==> src/core/ptrp_pkg.sv <==
package ptrp_pkg;

    ////////////////////////////////////////////////////////////////////////////
    // transfer instruction fields
    localparam logic [5:0] XFER_OPCODE = 6'h38;
    localparam logic [5:0] DEV_READER = 6'h01;
    localparam logic [5:0] DEV_PUNCH = 6'h02;
    localparam int BIT_SKIP = 0;
    localparam int BIT_CLEAR = 1;
    localparam int BIT_SELECT = 2;
    localparam int BIT_RDCLR = 3;
    localparam int BIT_BINARY = 5;

    ////////////////////////////////////////////////////////////////////////////
    // tape frame layout
    localparam int WORD_W = 18;
    localparam int FRAME_W = 8;
    localparam int CH7 = 6;
    localparam int CH8 = 7;
    localparam logic [1:0] LAST_FRAME_IDX = 2'h2;
    localparam logic [1:0] BIN_CH87 = 2'h2;

    ////////////////////////////////////////////////////////////////////////////
    // reset values
    localparam logic [17:0] RDR_BUF_RESET = 18'h00000;
    localparam logic [7:0] PUN_BUF_RESET = 8'h00;

    ////////////////////////////////////////////////////////////////////////////
    // carriers
    typedef struct packed {
        logic valid;
        logic [17:0] code;
    } ptrp_xfer_t;

    typedef struct packed {
        logic [7:0] frame;
        logic strobe;
        logic no_tape;
        logic pun_done;
        logic pun_low;
        logic pun_feed;
        logic readin_key;
    } ptrp_pins_t;

    typedef enum logic [1:0] {
        RD_IDLE = 2'b00,
        RD_RUN = 2'b01,
        RD_WAIT = 2'b10
    } ptrp_rd_state_t;

    typedef enum logic {
        PU_IDLE = 1'b0,
        PU_BUSY = 1'b1
    } ptrp_pu_state_t;

endpackage

==> src/core/ptrp_fifo.sv <==
`timescale 1ns/1ps

// depth must be a power of two; pointers wrap freely
module ptrp_fifo #(
    parameter int WIDTH = 8,
    parameter int DEPTH = 32
) (
    input wire logic clk_sys,
    input wire logic rst,
    input wire logic flush,
    input wire logic [WIDTH-1:0] in_data,
    input wire logic in_valid,
    output logic in_ready,
    output logic [WIDTH-1:0] out_data,
    output logic out_valid,
    input wire logic out_ready
);

    localparam int AW = $clog2(DEPTH);

    logic [WIDTH-1:0] mem [DEPTH];
    logic [AW-1:0] wp;
    logic [AW-1:0] rp;
    logic [AW:0] cnt;

    wire push = in_valid && in_ready;
    wire load = (cnt != '0) && (!out_valid || out_ready);

    assign in_ready = (cnt != (AW+1)'(DEPTH));

    ////////////////////////////////////////////////////////////////////////////
    always_ff @(posedge clk_sys)
    begin
        if (push)
        begin
            mem[wp] <= in_data;
        end
    end

    always_ff @(posedge clk_sys)
    begin
        if (rst || flush)
        begin
            wp <= '0;
            rp <= '0;
            cnt <= '0;
            out_valid <= 1'b0;
            out_data <= '0;
        end
        else
        begin
            if (push)
            begin
                wp <= wp + 1'b1;
            end
            if (load)
            begin
                out_data <= mem[rp];
                rp <= rp + 1'b1;
                out_valid <= 1'b1;
            end
            else if (out_ready)
            begin
                out_valid <= 1'b0;
            end
            cnt <= cnt + (AW+1)'(push) - (AW+1)'(load);
        end
    end

endmodule // ptrp_fifo

==> src/core/ptrp_ctrl.sv <==
`timescale 1ns/1ps

// Operation
// readin key latches readin, forces binary mode
// readin: three frames, word, then interrupt
// sequencer stores words at consecutive addresses
// channel 7 in readin raises skip request
// sequencer executes final word, not stored
// char select: one frame, buffer, set flag
// reader flag drives interrupt request
// reader skip test answers reader flag
// read puts character in low bits
// read-and-clear also clears reader flag
// binary select: clear flag, assemble 18 bits
// binary counts channel-8 frames up to three
// punch select captures low eight bits
// low tape switch stops the punch
// punch runs on select or feed
// char mode punches eight-bit character
// binary: six bits, ch8 on, ch7 off
// punch skip test answers punch flag
// punch clear clears flag and buffer
// char select punches, flag on completion
// binary select punches, flag on completion
// status: punch flag bit 02, no-tape 09
// status: reader flag on bit 01
// status: reader no-tape on bit 08
// clear-flag read merges buffer by OR
// no tape sets reader flag on select
// reset clears flags, buffers, readin
module ptrp_ctrl #(
    parameter int FIFO_DEPTH = 32
) (
    input wire logic clk_sys,
    input wire logic rst,
    input wire ptrp_pkg::ptrp_xfer_t xfer,
    input wire logic io_status_read,
    input wire logic [17:0] io_ac,
    output logic io_skip,
    output logic [17:0] io_data,
    output logic io_data_valid,
    output logic io_data_or,
    output logic reader_irq,
    output logic punch_irq,
    input wire logic readin_take,
    output logic readin_irq,
    output logic readin_skip,
    output logic readin_active,
    input wire ptrp_pkg::ptrp_pins_t pins,
    output logic rdr_advance,
    output logic [7:0] pun_frame,
    output logic pun_strobe,
    output logic pun_motor
);

    ////////////////////////////////////////////////////////////////////////////
    // pin synchronisers: a rise counts once stages two and three agree high; a fall counts as soon as they differ; while both are low the filter holds its value
    ptrp_pkg::ptrp_pins_t s1;
    ptrp_pkg::ptrp_pins_t s2;
    ptrp_pkg::ptrp_pins_t s3;
    ptrp_pkg::ptrp_pins_t filt;
    ptrp_pkg::ptrp_pins_t filt_d;

    wire ptrp_pkg::ptrp_pins_t next_filt = (s2 & s3) | (filt & ~(s2 ^ s3));

    always_ff @(posedge clk_sys)
    begin
        if (rst)
        begin
            s1 <= '0;
            s2 <= '0;
            s3 <= '0;
            filt <= '0;
            filt_d <= '0;
        end
        else
        begin
            s1 <= pins;
            s2 <= s1;
            s3 <= s2;
            filt <= next_filt;
            filt_d <= filt;
        end
    end

    wire strobe_rise = filt.strobe && !filt_d.strobe;
    wire done_rise = filt.pun_done && !filt_d.pun_done;
    wire key_rise = filt.readin_key && !filt_d.readin_key;

    ////////////////////////////////////////////////////////////////////////////
    // instruction decode
    wire is_xfer = xfer.valid && (xfer.code[17:12] == ptrp_pkg::XFER_OPCODE);
    wire rdr_dev = is_xfer && (xfer.code[11:6] == ptrp_pkg::DEV_READER);
    wire pun_dev = is_xfer && (xfer.code[11:6] == ptrp_pkg::DEV_PUNCH);
    wire rdr_skip_cmd = rdr_dev && xfer.code[ptrp_pkg::BIT_SKIP];
    wire rdr_rd = rdr_dev && xfer.code[ptrp_pkg::BIT_CLEAR];
    wire rdr_go = rdr_dev && xfer.code[ptrp_pkg::BIT_SELECT];
    wire rdr_bin = xfer.code[ptrp_pkg::BIT_BINARY];
    wire pun_skip_cmd = pun_dev && xfer.code[ptrp_pkg::BIT_SKIP];
    wire pun_clr = pun_dev && xfer.code[ptrp_pkg::BIT_CLEAR];
    wire pun_go = pun_dev && xfer.code[ptrp_pkg::BIT_SELECT];
    wire pun_bin = xfer.code[ptrp_pkg::BIT_BINARY];

    ////////////////////////////////////////////////////////////////////////////
    // reader state
    ptrp_pkg::ptrp_rd_state_t rd_state;
    logic rdr_flag;
    logic bin_mode;
    logic last;
    logic [1:0] frame_cnt;
    logic [17:0] rdr_buf;

    wire [7:0] fifo_frame;
    wire fifo_out_valid;
    wire fifo_in_ready;
    wire fifo_out_ready = (rd_state == ptrp_pkg::RD_RUN);
    wire rdr_idle = (rd_state == ptrp_pkg::RD_IDLE);
    wire prog_start = rdr_go && rdr_idle && !key_rise && !readin_active && !filt.no_tape;
    wire run_start = (key_rise && rdr_idle) || prog_start;
    wire pop = fifo_out_valid && fifo_out_ready;
    // leader and trailer carry only the feed hole; ignored in binary mode
    wire counted = pop && (!bin_mode || fifo_frame[ptrp_pkg::CH8]);
    wire rdr_complete = counted && (!bin_mode || frame_cnt == ptrp_pkg::LAST_FRAME_IDX);
    wire next_last = last || fifo_frame[ptrp_pkg::CH7];
    wire run_lost = (rd_state == ptrp_pkg::RD_RUN) && filt.no_tape && !readin_active;
    wire [17:0] next_buf = bin_mode ? {rdr_buf[11:0], fifo_frame[5:0]} : {10'h000, fifo_frame};
    wire tape_no_sel = rdr_go && filt.no_tape && !readin_active;

    // tape stops once the buffer fills, so no frame is dropped
    assign rdr_advance = (rd_state == ptrp_pkg::RD_RUN) && fifo_in_ready;

    ptrp_fifo #(
        .WIDTH(ptrp_pkg::FRAME_W),
        .DEPTH(FIFO_DEPTH)
    ) u_fifo (
        .clk_sys(clk_sys),
        .rst(rst),
        .flush(prog_start),
        .in_data(filt.frame),
        .in_valid(rdr_advance && strobe_rise),
        .in_ready(fifo_in_ready),
        .out_data(fifo_frame),
        .out_valid(fifo_out_valid),
        .out_ready(fifo_out_ready)
    );

    always_ff @(posedge clk_sys)
    begin
        if (rst)
        begin
            rd_state <= ptrp_pkg::RD_IDLE;
            readin_active <= 1'b0;
            bin_mode <= 1'b0;
            last <= 1'b0;
            frame_cnt <= 2'h0;
            rdr_buf <= ptrp_pkg::RDR_BUF_RESET;
        end
        else
        begin
            case (rd_state)
                ptrp_pkg::RD_IDLE:
                begin
                    if (key_rise)
                    begin
                        readin_active <= 1'b1;
                        bin_mode <= 1'b1;
                    end
                    else if (prog_start)
                    begin
                        bin_mode <= rdr_bin;
                    end
                    if (run_start)
                    begin
                        rd_state <= ptrp_pkg::RD_RUN;
                        frame_cnt <= 2'h0;
                        last <= 1'b0;
                    end
                end
                ptrp_pkg::RD_RUN:
                begin
                    if (counted)
                    begin
                        rdr_buf <= next_buf;
                        frame_cnt <= frame_cnt + 2'h1;
                        last <= next_last;
                    end
                    if (rdr_complete)
                    begin
                        frame_cnt <= 2'h0;
                        rd_state <= readin_active ? ptrp_pkg::RD_WAIT : ptrp_pkg::RD_IDLE;
                    end
                    else if (run_lost)
                    begin
                        rd_state <= ptrp_pkg::RD_IDLE;
                    end
                end
                ptrp_pkg::RD_WAIT:
                begin
                    // sequencer steps its address per take; the last word is not stored there
                    if (readin_take)
                    begin
                        rd_state <= last ? ptrp_pkg::RD_IDLE : ptrp_pkg::RD_RUN;
                        readin_active <= !last;
                        last <= 1'b0;
                    end
                end
                default:
                begin
                    rd_state <= ptrp_pkg::RD_IDLE;
                end
            endcase
        end
    end

    // set wins over clear in the same cycle
    always_ff @(posedge clk_sys)
    begin
        if (rst)
        begin
            rdr_flag <= 1'b0;
            readin_irq <= 1'b0;
            readin_skip <= 1'b0;
        end
        else
        begin
            if (rdr_rd || prog_start)
            begin
                rdr_flag <= 1'b0;
            end
            if ((rdr_complete && !readin_active) || tape_no_sel || run_lost)
            begin
                rdr_flag <= 1'b1;
            end
            if (readin_take)
            begin
                readin_irq <= 1'b0;
                readin_skip <= 1'b0;
            end
            if (rdr_complete && readin_active)
            begin
                readin_irq <= 1'b1;
                readin_skip <= next_last;
            end
        end
    end

    assign reader_irq = rdr_flag;

    ////////////////////////////////////////////////////////////////////////////
    // punch
    ptrp_pkg::ptrp_pu_state_t pu_state;
    logic pun_flag;

    // a low supply refuses the select and leaves the flag as it was, neither cleared nor set
    wire pun_go_ok = pun_go && !filt.pun_low;
    wire [7:0] pun_load = pun_bin ? {ptrp_pkg::BIN_CH87, io_ac[5:0]} : io_ac[7:0];
    wire pun_finish = (pu_state == ptrp_pkg::PU_BUSY) && done_rise;

    always_ff @(posedge clk_sys)
    begin
        if (rst)
        begin
            pu_state <= ptrp_pkg::PU_IDLE;
            pun_flag <= 1'b0;
            pun_frame <= ptrp_pkg::PUN_BUF_RESET;
            pun_strobe <= 1'b0;
        end
        else
        begin
            pun_strobe <= 1'b0;
            if (pun_clr)
            begin
                pun_flag <= 1'b0;
                pun_frame <= ptrp_pkg::PUN_BUF_RESET;
            end
            if (pun_go_ok)
            begin
                pun_frame <= pun_load;
                pun_flag <= 1'b0;
                pun_strobe <= 1'b1;
                pu_state <= ptrp_pkg::PU_BUSY;
            end
            else if (pun_finish)
            begin
                pun_flag <= 1'b1;
                pu_state <= ptrp_pkg::PU_IDLE;
            end
        end
    end

    assign pun_motor = ((pu_state == ptrp_pkg::PU_BUSY) || filt.pun_feed) && !filt.pun_low;
    assign punch_irq = pun_flag;

    ////////////////////////////////////////////////////////////////////////////
    // bus answers
    wire [17:0] status_word = {1'b0, rdr_flag, pun_flag, 5'h00, filt.no_tape, filt.pun_low, 8'h00};

    assign io_skip = (rdr_skip_cmd && rdr_flag) || (pun_skip_cmd && pun_flag);

    always_ff @(posedge clk_sys)
    begin
        if (rst)
        begin
            io_data <= ptrp_pkg::RDR_BUF_RESET;
            io_data_valid <= 1'b0;
            io_data_or <= 1'b0;
        end
        else
        begin
            io_data_valid <= rdr_rd || io_status_read || (rdr_complete && readin_active);
            if (rdr_rd)
            begin
                io_data <= rdr_buf;
                io_data_or <= !xfer.code[ptrp_pkg::BIT_RDCLR];
            end
            else if (io_status_read)
            begin
                io_data <= status_word;
                io_data_or <= 1'b0;
            end
            else if (rdr_complete && readin_active)
            begin
                io_data <= next_buf;
                io_data_or <= 1'b0;
            end
        end
    end
endmodule // ptrp_ctrl

==> config.mk <==
export PLATFORM = sky130hd
export DESIGN_NAME = ptrp_ctrl
export DESIGN_NICKNAME = d
export VERILOG_FILES = /design/src/core/ptrp_pkg.sv /design/src/core/ptrp_fifo.sv /design/src/core/ptrp_ctrl.sv
export SDC_FILE = /design/constraint.sdc
export NUM_CORES = 1
export LEC_CHECK = 0
export ABC_CLOCK_PERIOD_IN_PS = 3100
export BUFFER_PORTS_ARGS = -buffer_cell sky130_fd_sc_hd__buf_2
export CORE_UTILIZATION = 42
export CTS_BUF_LIST = sky130_fd_sc_hd__clkbuf_16
export CTS_CLUSTER_SIZE = 24
export DETAILED_ROUTE_END_ITERATION = 6
export PLACE_DENSITY = 0.62
export SLEW_MARGIN = 0
export SYNTH_ARGS = -nofsm -noshare
export SYNTH_HDL_FRONTEND = slang
export SYNTH_SLANG_ARGS = --single-unit
==> constraint.sdc <==
create_clock -name clk_sys -period 3.1 [get_ports clk_sys]
set_input_delay 0.62 -clock clk_sys [delete_from_list [all_inputs] [get_ports clk_sys]]
set_output_delay 0.62 -clock clk_sys [all_outputs]
set_load 0.01 [all_outputs]
==> results of run 1 <==
-- area by class of cell --
| type | count | area [um2] |
|---|---|---|
| well taps | 468 | 586 |
| multi-input cells | 586 | 4670 |
| clock buffers | 44 | 1100 |
| clock inverters | 26 | 106 |
| flip-flops and latches | 399 | 10600 |
| repair buffers | 144 | 908 |
| inverters | 36 | 135 |
| fillers | 3101 | 18500 |
-- metrics by stage --
step	utilization	hold slack (ns)	total power, uW
floorplan	-	0.414	7370
global placement	0.460	0.425	7850
detailed placement	0.460	0.426	7870
CTS	0.493	0.282	12300
global route	0.493	0.291	12600
finish	0.493	0.304	12200
-- routing by layer --
| metal | routed length, um | global-route usage | share of wire |
|---|---|---|---|
| met5 | 0 | 0 | 0 |
| met3 | 1620 | 0.0304 | 0.049 |
| met2 | 16100 | 0.289 | 0.49 |
| met1 | 14700 | 0.235 | 0.44 |
| met4 | 751 | 0.0545 | 0.023 |
-- flip-flops by register name, summed over array words and instances, names as in the netlist, 2 cells and up --
| register | cells |
|---|---|
| u_fifo.rp | 5 |
| frame_cnt | 2 |
| filt | 14 |
| u_fifo.out_data | 8 |
| s3 | 14 |
| u_fifo.mem | 256 |
| s2 | 14 |
| u_fifo.cnt | 6 |
| s1 | 14 |
| filt_d | 3 |
| u_fifo.wp | 5 |
| rdr_buf | 18 |
| rd_state | 2 |
| pun_frame | 8 |
| io_data | 18 |
-- cell usage after synthesis (all sizes together) (2+ instances only) --
library cell and count:
mux4 50, o21ai 21, ha 29, nand3b 7, a22o 14, a21boi 2
o221a 9, and3 6, a21o 2, a22oi 2, nor2b 53, nor4b 5
nor4 6, or3 2, or3b 2, a211oi 4, nor2 96, inv 36
nor3 6, a21oi 57, o221ai 16, nand4 8, xor2 7, o21bai 2
clkbuf 37, buf 28, a2111oi 8, nand2 52, o22ai 9, nand3 21
mux2i 43, dfxtp 143, edfxtp 256, xnor2 4, nor3b 2, or2 4
nand2b 3, a211o 7, o211ai 13
-- power by group through the flow --
stage	sequential, uW	clock, uW	combinational (uW)
5_1_grt	5870	4720	2050
4_1_cts	5860	4550	1920
3_3_place_gp	5970	0	1880
6_report	5860	4450	1890
3_5_place_dp	5970	0	1900
2_1_floorplan	5900	0	1480
-- cells by family after synthesis --
logic type | share of synthesized area
buffers and inverters | 0.0284
DFF | 0.674
xor gates and xnor gates | 0.00615
adders and majority gates | 0.0244
muxes | 0.0994
and+or+nand+nor | 0.0896
AOI/OAI and AO/OA | 0.0785
-- worst paths after layout --
check / startpoint / to / slack (ns) / depth (start not counted)
max: u_fifo.cnt[2]$_SDFF_PP0_ / u_fifo.cnt[4]$_SDFF_PP0_ / 0.44 / 13
min: pins[3] / s1[3]$_SDFF_PP0_ / 0.30 / 2
max reg2reg: u_fifo.cnt[2]$_SDFF_PP0_ / u_fifo.cnt[4]$_SDFF_PP0_ / 0.44 / 13
min reg2reg: s1[6]$_SDFF_PP0_ / s2[6]$_SDFF_PP0_ / 0.43 / 1
==> impl_results.md, run 1 <==
* CP required at 3.50 ns
* Clk_lat worst skew at 0.54 ns
* Synth Instances at 1,086
* Internal power at a little over 9000 uW
* Clk root buf: clkbuf_16
* Hold WC Path Type: input pin to register
* Peak Freq at about 380 MHz
* # placed instances at roughly 1,600
* Clock transition at the registers of the reported paths at about 0.06 ns
* Global-route wire length before repair at just over 50 mm
* Yosys cell types at 68
* Fin crit share at 0.857
* Vias in the first global route at ~9,000
* Final WS setup at approximately 0.44 ns
* CTS H-tree lvls at 2
* Sw Ratio at 0.247
* Most frequent cells in the layout: edfxtp_1, dfxtp_1, nor2_1
* Syn Nets at approximately 1,200
* Sequential fraction of the synthesis area at 0.674
* Average size of a mapped cell at 14.4 um2
* Slew Limit Fails at 0
* Area added between synthesis and finish at 15.3%
* Residual DRC at 0
* Register bit total from synthesis at ~400
* Initial core utilization at 0.428
* Cts hold-fix bufs at 0
* Die H at 195 um
* Post-synthesis async set-or-reset flop share at 0
* Non-Filler Instances at 1,703
* Comb power frac at 0.155
* Critical path endpoint category: register
* Largest net degree at the start of global routing at 55
* Design area at 18,100 um2
* Most common cell after layout, fill and taps aside: edfxtp_1
* Slowest-stage cell, CP: fa_1
* Relative slew slack at 0.183
* Post-Syn Area at roughly 16,000 um2
* Worst VDD drop at 0.424 mV
* Dpl hpwl at around 21 mm
* Vias at 9,227
* EDFF count, synth at roughly 260
* Final wirelength at around 33 mm
* Total GRT Usage at 0.175
* Die area at between 30,000 and 40,000 um2
* Most frequent cell on the critical path: inv_1
* Dpl ws at roughly 0.46 ns
* Yosys warns at 0
* ANT nets after route at 0
* Ant. Diodes at 0
* Net Sw Power at 3010 uW
* Num Clock Sinks at 399
* Critical Path, Cell by Cell: inv_1 > ha_1 > nor3b_1 > buf_4 > a2111oi_4 > ha_1 > inv_1 > fa_1 > inv_1 > a21oi_1 > o21bai_1 > xnor2_1 > nor2_1
* CTS Buf Count at 40
* Yosys top cell by area: edfxtp_1
* GP Congestion at 0.783
* Setup TNS at 0 ns
* Post-CTS Setup Inserts at 0
* Post_cts resized at 0
* Sequential power share at 0.480
* Post-synth top area share at 0.491
* # rows at 70
* Drt first pass iters at 5
* Prevailing post-synth register cell: edfxtp_1
* Clock skew at between 0.02 and 0.025 ns
* Slowest stage delay, CP at about 0.44 ns
* Final setup vio count at 0
* Fin. Hold Viols at 0
* Initial antenna violation count at 0
* CTS tree: yes
* Grt total ovfl at 0
* Max Cap Viol at 0
* Leak at approximately 0.0065 uW
* Core Box Area at 36,600 um2
* Crit path kind: register to register
* RSZ-0062 raised after global routing: false
* Power per cell area at around 680 nW/um2
* Buffers on Ports at 80
* Io pins at around 90
* Per-cell routed wire length at a little under 20 um
* Clock buffer depth at 3
* Actual slew at the worst max-slew pin at about 1.2 ns
* Max FO, Critical Path at 3
* Nets@finish at 1,292
* Crit path max-delay family: adder cells
* Die Span X at about 200 um
* Iter 0 DRT Violations at 635
* Status: finished clean
* WP buf/inv at 4
* Tmin final at ~2.7 ns
* Placed cell areas at 16,900 um2
* Fraction of layout instances using a drive strength above 1 at 0.219
* Vias per cell at approximately 5.4
* CP Launch Type: register
* Synth top area cells: edfxtp_1, dfxtp_1, mux4_2
* Worst Path Arrival at 3.05 ns
* Clock share of power at 0.365
Note: power is estimated with default switching activity, not from simulation.
==> run 2: changes to the inputs <==
--- a/config.mk
+++ b/config.mk
@@ -8,7 +8,6 @@
 export ABC_CLOCK_PERIOD_IN_PS = 3100
 export BUFFER_PORTS_ARGS = -buffer_cell sky130_fd_sc_hd__buf_2
 export CORE_UTILIZATION = 42
-export CTS_BUF_LIST = sky130_fd_sc_hd__clkbuf_16
 export CTS_CLUSTER_SIZE = 24
 export DETAILED_ROUTE_END_ITERATION = 6
 export PLACE_DENSITY = 0.62
==> run 2 against run 1 <==
Against the previous run: sequential power about the same; critical path depth unchanged; critical path type unchanged; clock power increased by 4%; utilization increased by 0.16 points; register-to-register slack about the same; critical endpoint unchanged; non-clock buffer count unchanged.
==> impl_results.md, run 2 (synthesis results as in run 1) <==
* Per-cell routed wire length at 19.6 um (was 19.5 um)
* Crit path max-delay family: adder cells (unchanged)
* Most common cell after layout, fill and taps aside: edfxtp_1 (unchanged)
* ANT nets after route at 0 (unchanged)
* CTS H-tree lvls at 2 (unchanged)
* CTS Buf Count at 40 (unchanged)
* Most frequent cell on the critical path: inv_1 (unchanged)
* CP Launch Type: register (unchanged)
* Cts hold-fix bufs at 0 (unchanged)
* Clk_lat worst skew at 0.53 ns (was 0.54 ns)
* Iter 0 DRT Violations at 656 (was 635)
* Max FO, Critical Path at 3 (unchanged)
* Area added between synthesis and finish at 15.7% (was 15.3%)
* WP buf/inv at 4 (unchanged)
* Slew Limit Fails at 0 (unchanged)
* Fin crit share at 0.857 (about the same)
* Dpl hpwl at 21.1 mm (unchanged)
* Largest register FFs at 256 (unchanged)
* Power per cell area at 683 nW/um2 (was 675 nW/um2)
* Clock buffer depth at 3 (unchanged)
* Vias at 9,252 (was 9,227)
* Post-CTS Setup Inserts at 0 (unchanged)
* Max Cap Viol at 0 (unchanged)
* Tmin final at 2.66 ns (about the same)
* Multi-input gate area at 4670 um2 (unchanged)
* Vias in the first global route at 8,988 (was 9,011)
* Largest regs: u_fifo.mem (256), io_data (18), rdr_buf (18) (unchanged)
* # rows at 70 (unchanged)
* Top reg by flops: u_fifo.mem (unchanged)
* Initial antenna violation count at 0 (unchanged)
* Die Span X at 195 um (unchanged)
* Die area at 38,100 um2 (unchanged)
* Final setup vio count at 0 (unchanged)
* GP Congestion at 0.783 (unchanged)
* Nets@finish at 1,292 (unchanged)
* CTS tree: yes (unchanged)
* Global-route wire length before repair at 51.7 mm (about the same)
* Setup TNS at 0 ns (unchanged)
* Actual slew at the worst max-slew pin at 1.24 ns (was 1.22 ns)
* RSZ-0062 raised after global routing: false (unchanged)
* Flop2flop setup slack at 0.44 ns (about the same)
* Worst Path Arrival at 3.05 ns (about the same)
* Largest net degree at the start of global routing at 55 (unchanged)
* Die H at 195 um (unchanged)
* Grt total ovfl at 0 (unchanged)
* Vias per cell at 5.43 (was 5.42)
* Hold WC Path Type: input pin to register (unchanged)
* Io pins at 92 (unchanged)
* Total GRT Usage at 0.175 (about the same)
* Residual DRC at 0 (unchanged)
* CP required at 3.50 ns (about the same)
* Num Clock Sinks at 399 (unchanged)
* Leak at 0.00648 uW (was 0.00650 uW)
* Initial core utilization at 0.428 (unchanged)
* Total power at 12,400 uW (was 12,200 uW)
* Critical path endpoint category: register (unchanged)
* Crit path kind: register to register (unchanged)
* Slowest stage delay, CP at 0.44 ns (about the same)
* Worst VDD drop at 0.388 mV (was 0.424 mV)
* Core Box Area at 36,600 um2 (unchanged)
* Drt first pass iters at 5 (unchanged)
* Slowest-stage cell, CP: fa_1 (unchanged)
* Final wirelength at 33.3 mm (was 33.2 mm)
* Clock skew at 0.0188 ns (was 0.0234 ns)
* Fin. Hold Viols at 0 (unchanged)
* Status: finished clean (unchanged)
* Fillers at 3,093 (was 3,101)
* Critical Path, Cell by Cell: inv_1 > ha_1 > nor3b_1 > buf_4 > a2111oi_4 > ha_1 > inv_1 > fa_1 > inv_1 > a21oi_1 > o21bai_1 > xnor2_1 > nor2_1 (unchanged)
* Relative slew slack at 0.172 (was 0.183)
* Clk root buf: clkbuf_16 (unchanged)
* Ant. Diodes at 0 (unchanged)
* Final core occ at 0.495 (was 0.493)
* Buffers on Ports at 80 (unchanged)
* Sequential cell area at 10,600 um2 (unchanged)
* Post_cts resized at 0 (unchanged)
* Clock transition at the registers of the reported paths at 0.06 ns (about the same)
* Peak Freq at 376 MHz (about the same)
* Most frequent cells in the layout: edfxtp_1, dfxtp_1, nor2_1 (unchanged)
* Fraction of layout instances using a drive strength above 1 at 0.226 (was 0.219)
[run 2: cell count changes in the layout (fill, tap and decap cells not counted)]
cell / change
inv_1: -13
clkbuf_1: +7
clkbuf_2: +6
clkbuf_8: +5
inv_2: -3
clkinv_1: -2
[run 2: through the flow]
step | instances | setup slack [ns] | area [um2] | hold slack, ns
5_1_grt | 1703 | 0.242 | 18100 | 0.289
2_1_floorplan | 1086 | 0.208 | 15700 | 0.414
3_3_place_gp | 1633 | 0.510 | 16900 | 0.425
4_1_cts | 1703 | 0.437 | 18100 | 0.281
6_report | 1703 | 0.442 | 18100 | 0.304
3_5_place_dp | 1633 | 0.460 | 16900 | 0.426
[run 2: where the power goes]
| group | switching, uW | leakage [uW] | internal [uW] |
|---|---|---|---|
| Combinational | 953 | 0.00231 | 932 |
| Clock | 1920 | 0.000632 | 2720 |
| Sequential | 134 | 0.00354 | 5720 |
[run 2: layer usage]
metal,vias to the layer above,global-route usage,routed length [um]
met2,227,0.288,16000
met1,4649,0.236,14900
met5,-,0,0
li1,4329,-,-
met4,0,0.0566,811
met3,47,0.0295,1600
[run 2: path summary, 6_finish.rpt]
path / start / to / cells after the start
max: u_fifo.cnt[2]$_SDFF_PP0_ / u_fifo.cnt[4]$_SDFF_PP0_ / 13
min reg2reg: s1[6]$_SDFF_PP0_ / s2[6]$_SDFF_PP0_ / 1
max reg2reg: u_fifo.cnt[2]$_SDFF_PP0_ / u_fifo.cnt[4]$_SDFF_PP0_ / 13
min: pins[3] / s1[3]$_SDFF_PP0_ / 2
[run 2: layout make-up]
cell class              count  area share
inverters                  36     0.00746
clock inverters             8     0.00214
multi-input cells         586       0.258
clock buffers              62      0.0677
flip-flops and latches    399       0.582
well taps                 468      0.0323
repair buffers            144      0.0501
[run 2: worst register-to-register path: cells and delay by family, from the launching register on]
kind	cells	cell delay (ns)
adders and majority gates	3	0.87
AOI/OAI and AO/OA	3	0.62
buffers and inverters	4	0.36
DFF	1	0.34
and+or+nand+nor	2	0.21
xor gates and xnor gates	1	0.14
==> run 3: changes to the inputs <==
--- a/config.mk
+++ b/config.mk
@@ -7,10 +7,12 @@
 export LEC_CHECK = 0
 export ABC_CLOCK_PERIOD_IN_PS = 3100
 export BUFFER_PORTS_ARGS = -buffer_cell sky130_fd_sc_hd__buf_2
+export CELL_PAD_IN_SITES_DETAIL_PLACEMENT = 0
+export CELL_PAD_IN_SITES_GLOBAL_PLACEMENT = 1
 export CORE_UTILIZATION = 42
 export CTS_CLUSTER_SIZE = 24
 export DETAILED_ROUTE_END_ITERATION = 6
-export PLACE_DENSITY = 0.62
+export PLACE_DENSITY = 0.71
 export SLEW_MARGIN = 0
 export SYNTH_ARGS = -nofsm -noshare
 export SYNTH_HDL_FRONTEND = slang
==> run 3 against run 2 <==
Against the previous run: fmax up 2.1%; first-iteration DRC count up 11%; critical path depth is 1 higher; final cell count grew 0.18%; hold slack worse by 0.028 ns; via count fell by 0.41%; worst setup slack better by 0.056 ns; critical path type unchanged; largest cell class unchanged; highest routed layer is now met5.
==> impl_results.md, run 3 (synthesis results as in run 1) <==
* Clock buffer depth at 3 (unchanged)
* Hold WC Path Type: input pin to register (unchanged)
* Dpl hpwl at 20.3 mm (was 21.1 mm)
* Io pins at 92 (unchanged)
* Clock transition at the registers of the reported paths at 0.06 ns (about the same)
* Die area at 38,100 um2 (unchanged)
* Setup TNS at 0 ns (unchanged)
* Met2 Use GR at 0.274 (was 0.288)
* Core Box Area at 36,600 um2 (unchanged)
* M3 GR Usage at 0.0371 (was 0.0295)
* CP required at 3.53 ns (was 3.50 ns)
* RSZ-0062 raised after global routing: false (unchanged)
* Post-CTS Setup Inserts at 0 (unchanged)
* Busiest grt layer: met2 (unchanged)
* Vias in the first global route at 9,076 (was 8,988)
* Residual DRC at 0 (unchanged)
* Grt total ovfl at 0 (unchanged)
* Num Clock Sinks at 399 (unchanged)
* WHS Path Cells at 2 (unchanged)
* Die Span X at 195 um (unchanged)
* Depth of the most critical reg-to-reg path at 14 (was 13)
* Max Cap Viol at 0 (unchanged)
* Area added between synthesis and finish at 15.8% (was 15.7%)
* CTS tree: yes (unchanged)
* Relative slew slack at 0.178 (was 0.172)
* # rows at 70 (unchanged)
* Actual slew at the worst max-slew pin at 1.23 ns (was 1.24 ns)
* Worst Path Arrival at 3.03 ns (was 3.05 ns)
* Tmin final at 2.60 ns (was 2.66 ns)
* ANT nets after route at 0 (unchanged)
* Clock skew at 0.0161 ns (was 0.0188 ns)
* Largest net degree at the start of global routing at 56 (was 55)
* Die H at 195 um (unchanged)
* Fin crit share at 0.839 (was 0.857)
* Critical path endpoint category: register (unchanged)
* CTS H-tree lvls at 2 (unchanged)
* Global-route wire length before repair at 51.9 mm (was 51.7 mm)
* Clk_lat worst skew at 0.55 ns (was 0.53 ns)
* Total GRT Usage at 0.177 (was 0.175)
* Clk root buf: clkbuf_16 (unchanged)
* Most frequent cells in the layout: edfxtp_1, dfxtp_1, nor2_1 (unchanged)
* Peak Freq at 384 MHz (was 376 MHz)
* Leak at 0.00648 uW (about the same)
* Fin. Hold Viols at 0 (unchanged)
* Per-cell routed wire length at 19.2 um (was 19.6 um)
* Worst VDD drop at 0.517 mV (was 0.388 mV)
* Initial core utilization at 0.428 (unchanged)
* Buffers on Ports at 80 (unchanged)
* R2R Path End: u_fifo.cnt[4]$_SDFF_PP0_ (unchanged)
* FF-to-FF Start: rd_state[1]$_SDFFE_PP0P_ (was u_fifo.cnt[2]$_SDFF_PP0_)
* Vias at 9,214 (was 9,252)
* CTS Buf Count at 42 (was 40)
* Initial antenna violation count at 1 (was 0)
* Most common cell after layout, fill and taps aside: edfxtp_1 (unchanged)
* Crit path launch: rd_state[1]$_SDFFE_PP0P_ (was u_fifo.cnt[2]$_SDFF_PP0_)
* Vias per cell at 5.40 (was 5.43)
* GP Congestion at 0.751 (was 0.783)
* Cts hold-fix bufs at 0 (unchanged)
* Top reg by flops: u_fifo.mem (unchanged)
* Nets@finish at 1,293 (was 1,292)
* Iter 0 DRT Violations at 726 (was 656)
* Slew Limit Fails at 0 (unchanged)
* Max FO, Critical Path at 10 (was 3)
* Fraction of layout instances using a drive strength above 1 at 0.221 (was 0.226)
* Final setup vio count at 0 (unchanged)
* Ant. Diodes at 0 (unchanged)
* Met1 Use GR at 0.251 (was 0.236)
* Total power at 12,400 uW (about the same)
* Post_cts resized at 0 (unchanged)
* Drt first pass iters at 5 (unchanged)
* Crit path kind: register to register (unchanged)
* Largest regs: u_fifo.mem (256), io_data (18), rdr_buf (18) (unchanged)
* CP Capture Point: u_fifo.cnt[4]$_SDFF_PP0_ (unchanged)
* Final WS setup at 0.498 ns (was 0.442 ns)
* CP Launch Type: register (unchanged)
* Power per cell area at 681 nW/um2 (was 683 nW/um2)
* Largest register FFs at 256 (unchanged)
* Flop2flop setup slack at 0.50 ns (was 0.44 ns)
* Status: finished clean (unchanged)
* Dpl ws at 0.496 ns (was 0.460 ns)
* Final wirelength at 32.8 mm (was 33.3 mm)
## run 3: cell types whose count changed in the layout (fill, tap and decap cells not counted), sizes merged
cell,delta
clkbuf,-5
inv,+1
clkinv,+8
bufinv,+1
clkinvlp,-1
buf,-1
## run 3: metal layers
| metal | part of all wire | wire, um |
|---|---|---|
| met5 | 0.00040 | 13 |
| met3 | 0.053 | 1740 |
| met1 | 0.46 | 15200 |
| met4 | 0.020 | 651 |
| met2 | 0.46 | 15200 |
## run 3: report_power, final
| group | internal [uW] | switching (uW) |
|---|---|---|
| clock | 2680 | 1980 |
| combinational | 931 | 855 |
| sequential | 5720 | 178 |
## run 3: cell type report
type	count	area, um2
fill	3168	18500
sequential	399	10600
multi-input combinational	586	4670
clock buffer	57	1150
timing repair buffer	143	913
tap	468	586
inverter	36	135
clock inverter	17	128
## run 3: metrics by stage
stage	hold slack, ns	cell area, um2	util	instances
final	0.276	18100	0.495	1706
after CTS	0.240	18100	0.495	1706
after detailed placement	0.424	16900	0.461	1632
after floorplan	0.414	15700	-	1086
after global routing	0.260	18100	0.495	1706
after global placement	0.418	16900	0.461	1632
## run 3: worst min path at each step
stage / from / slack (ns) / to
after floorplan: s1[0]$_SDFF_PP0_ / 0.41 / s2[0]$_SDFF_PP0_
after CTS: pins[8] / 0.24 / s1[8]$_SDFF_PP0_
after global placement: s1[1]$_SDFF_PP0_ / 0.42 / s2[1]$_SDFF_PP0_
final: pins[8] / 0.28 / s1[8]$_SDFF_PP0_
after global routing: pins[2] / 0.26 / s1[2]$_SDFF_PP0_
after detailed placement: s1[1]$_SDFF_PP0_ / 0.42 / s2[1]$_SDFF_PP0_
## run 3: critical path, cell delays in order (launching register included)
cell and delay [ns]:
dfxtp_1 0.47, nand2b_1 0.30, nand2_1 0.11, nand2_1 0.10
inv_1 0.06, ha_1 0.28, inv_1 0.06, ha_1 0.15
inv_1 0.06, fa_1 0.43, inv_1 0.08, a21oi_1 0.06
o21bai_1 0.15, xnor2_1 0.13, nor2_1 0.05
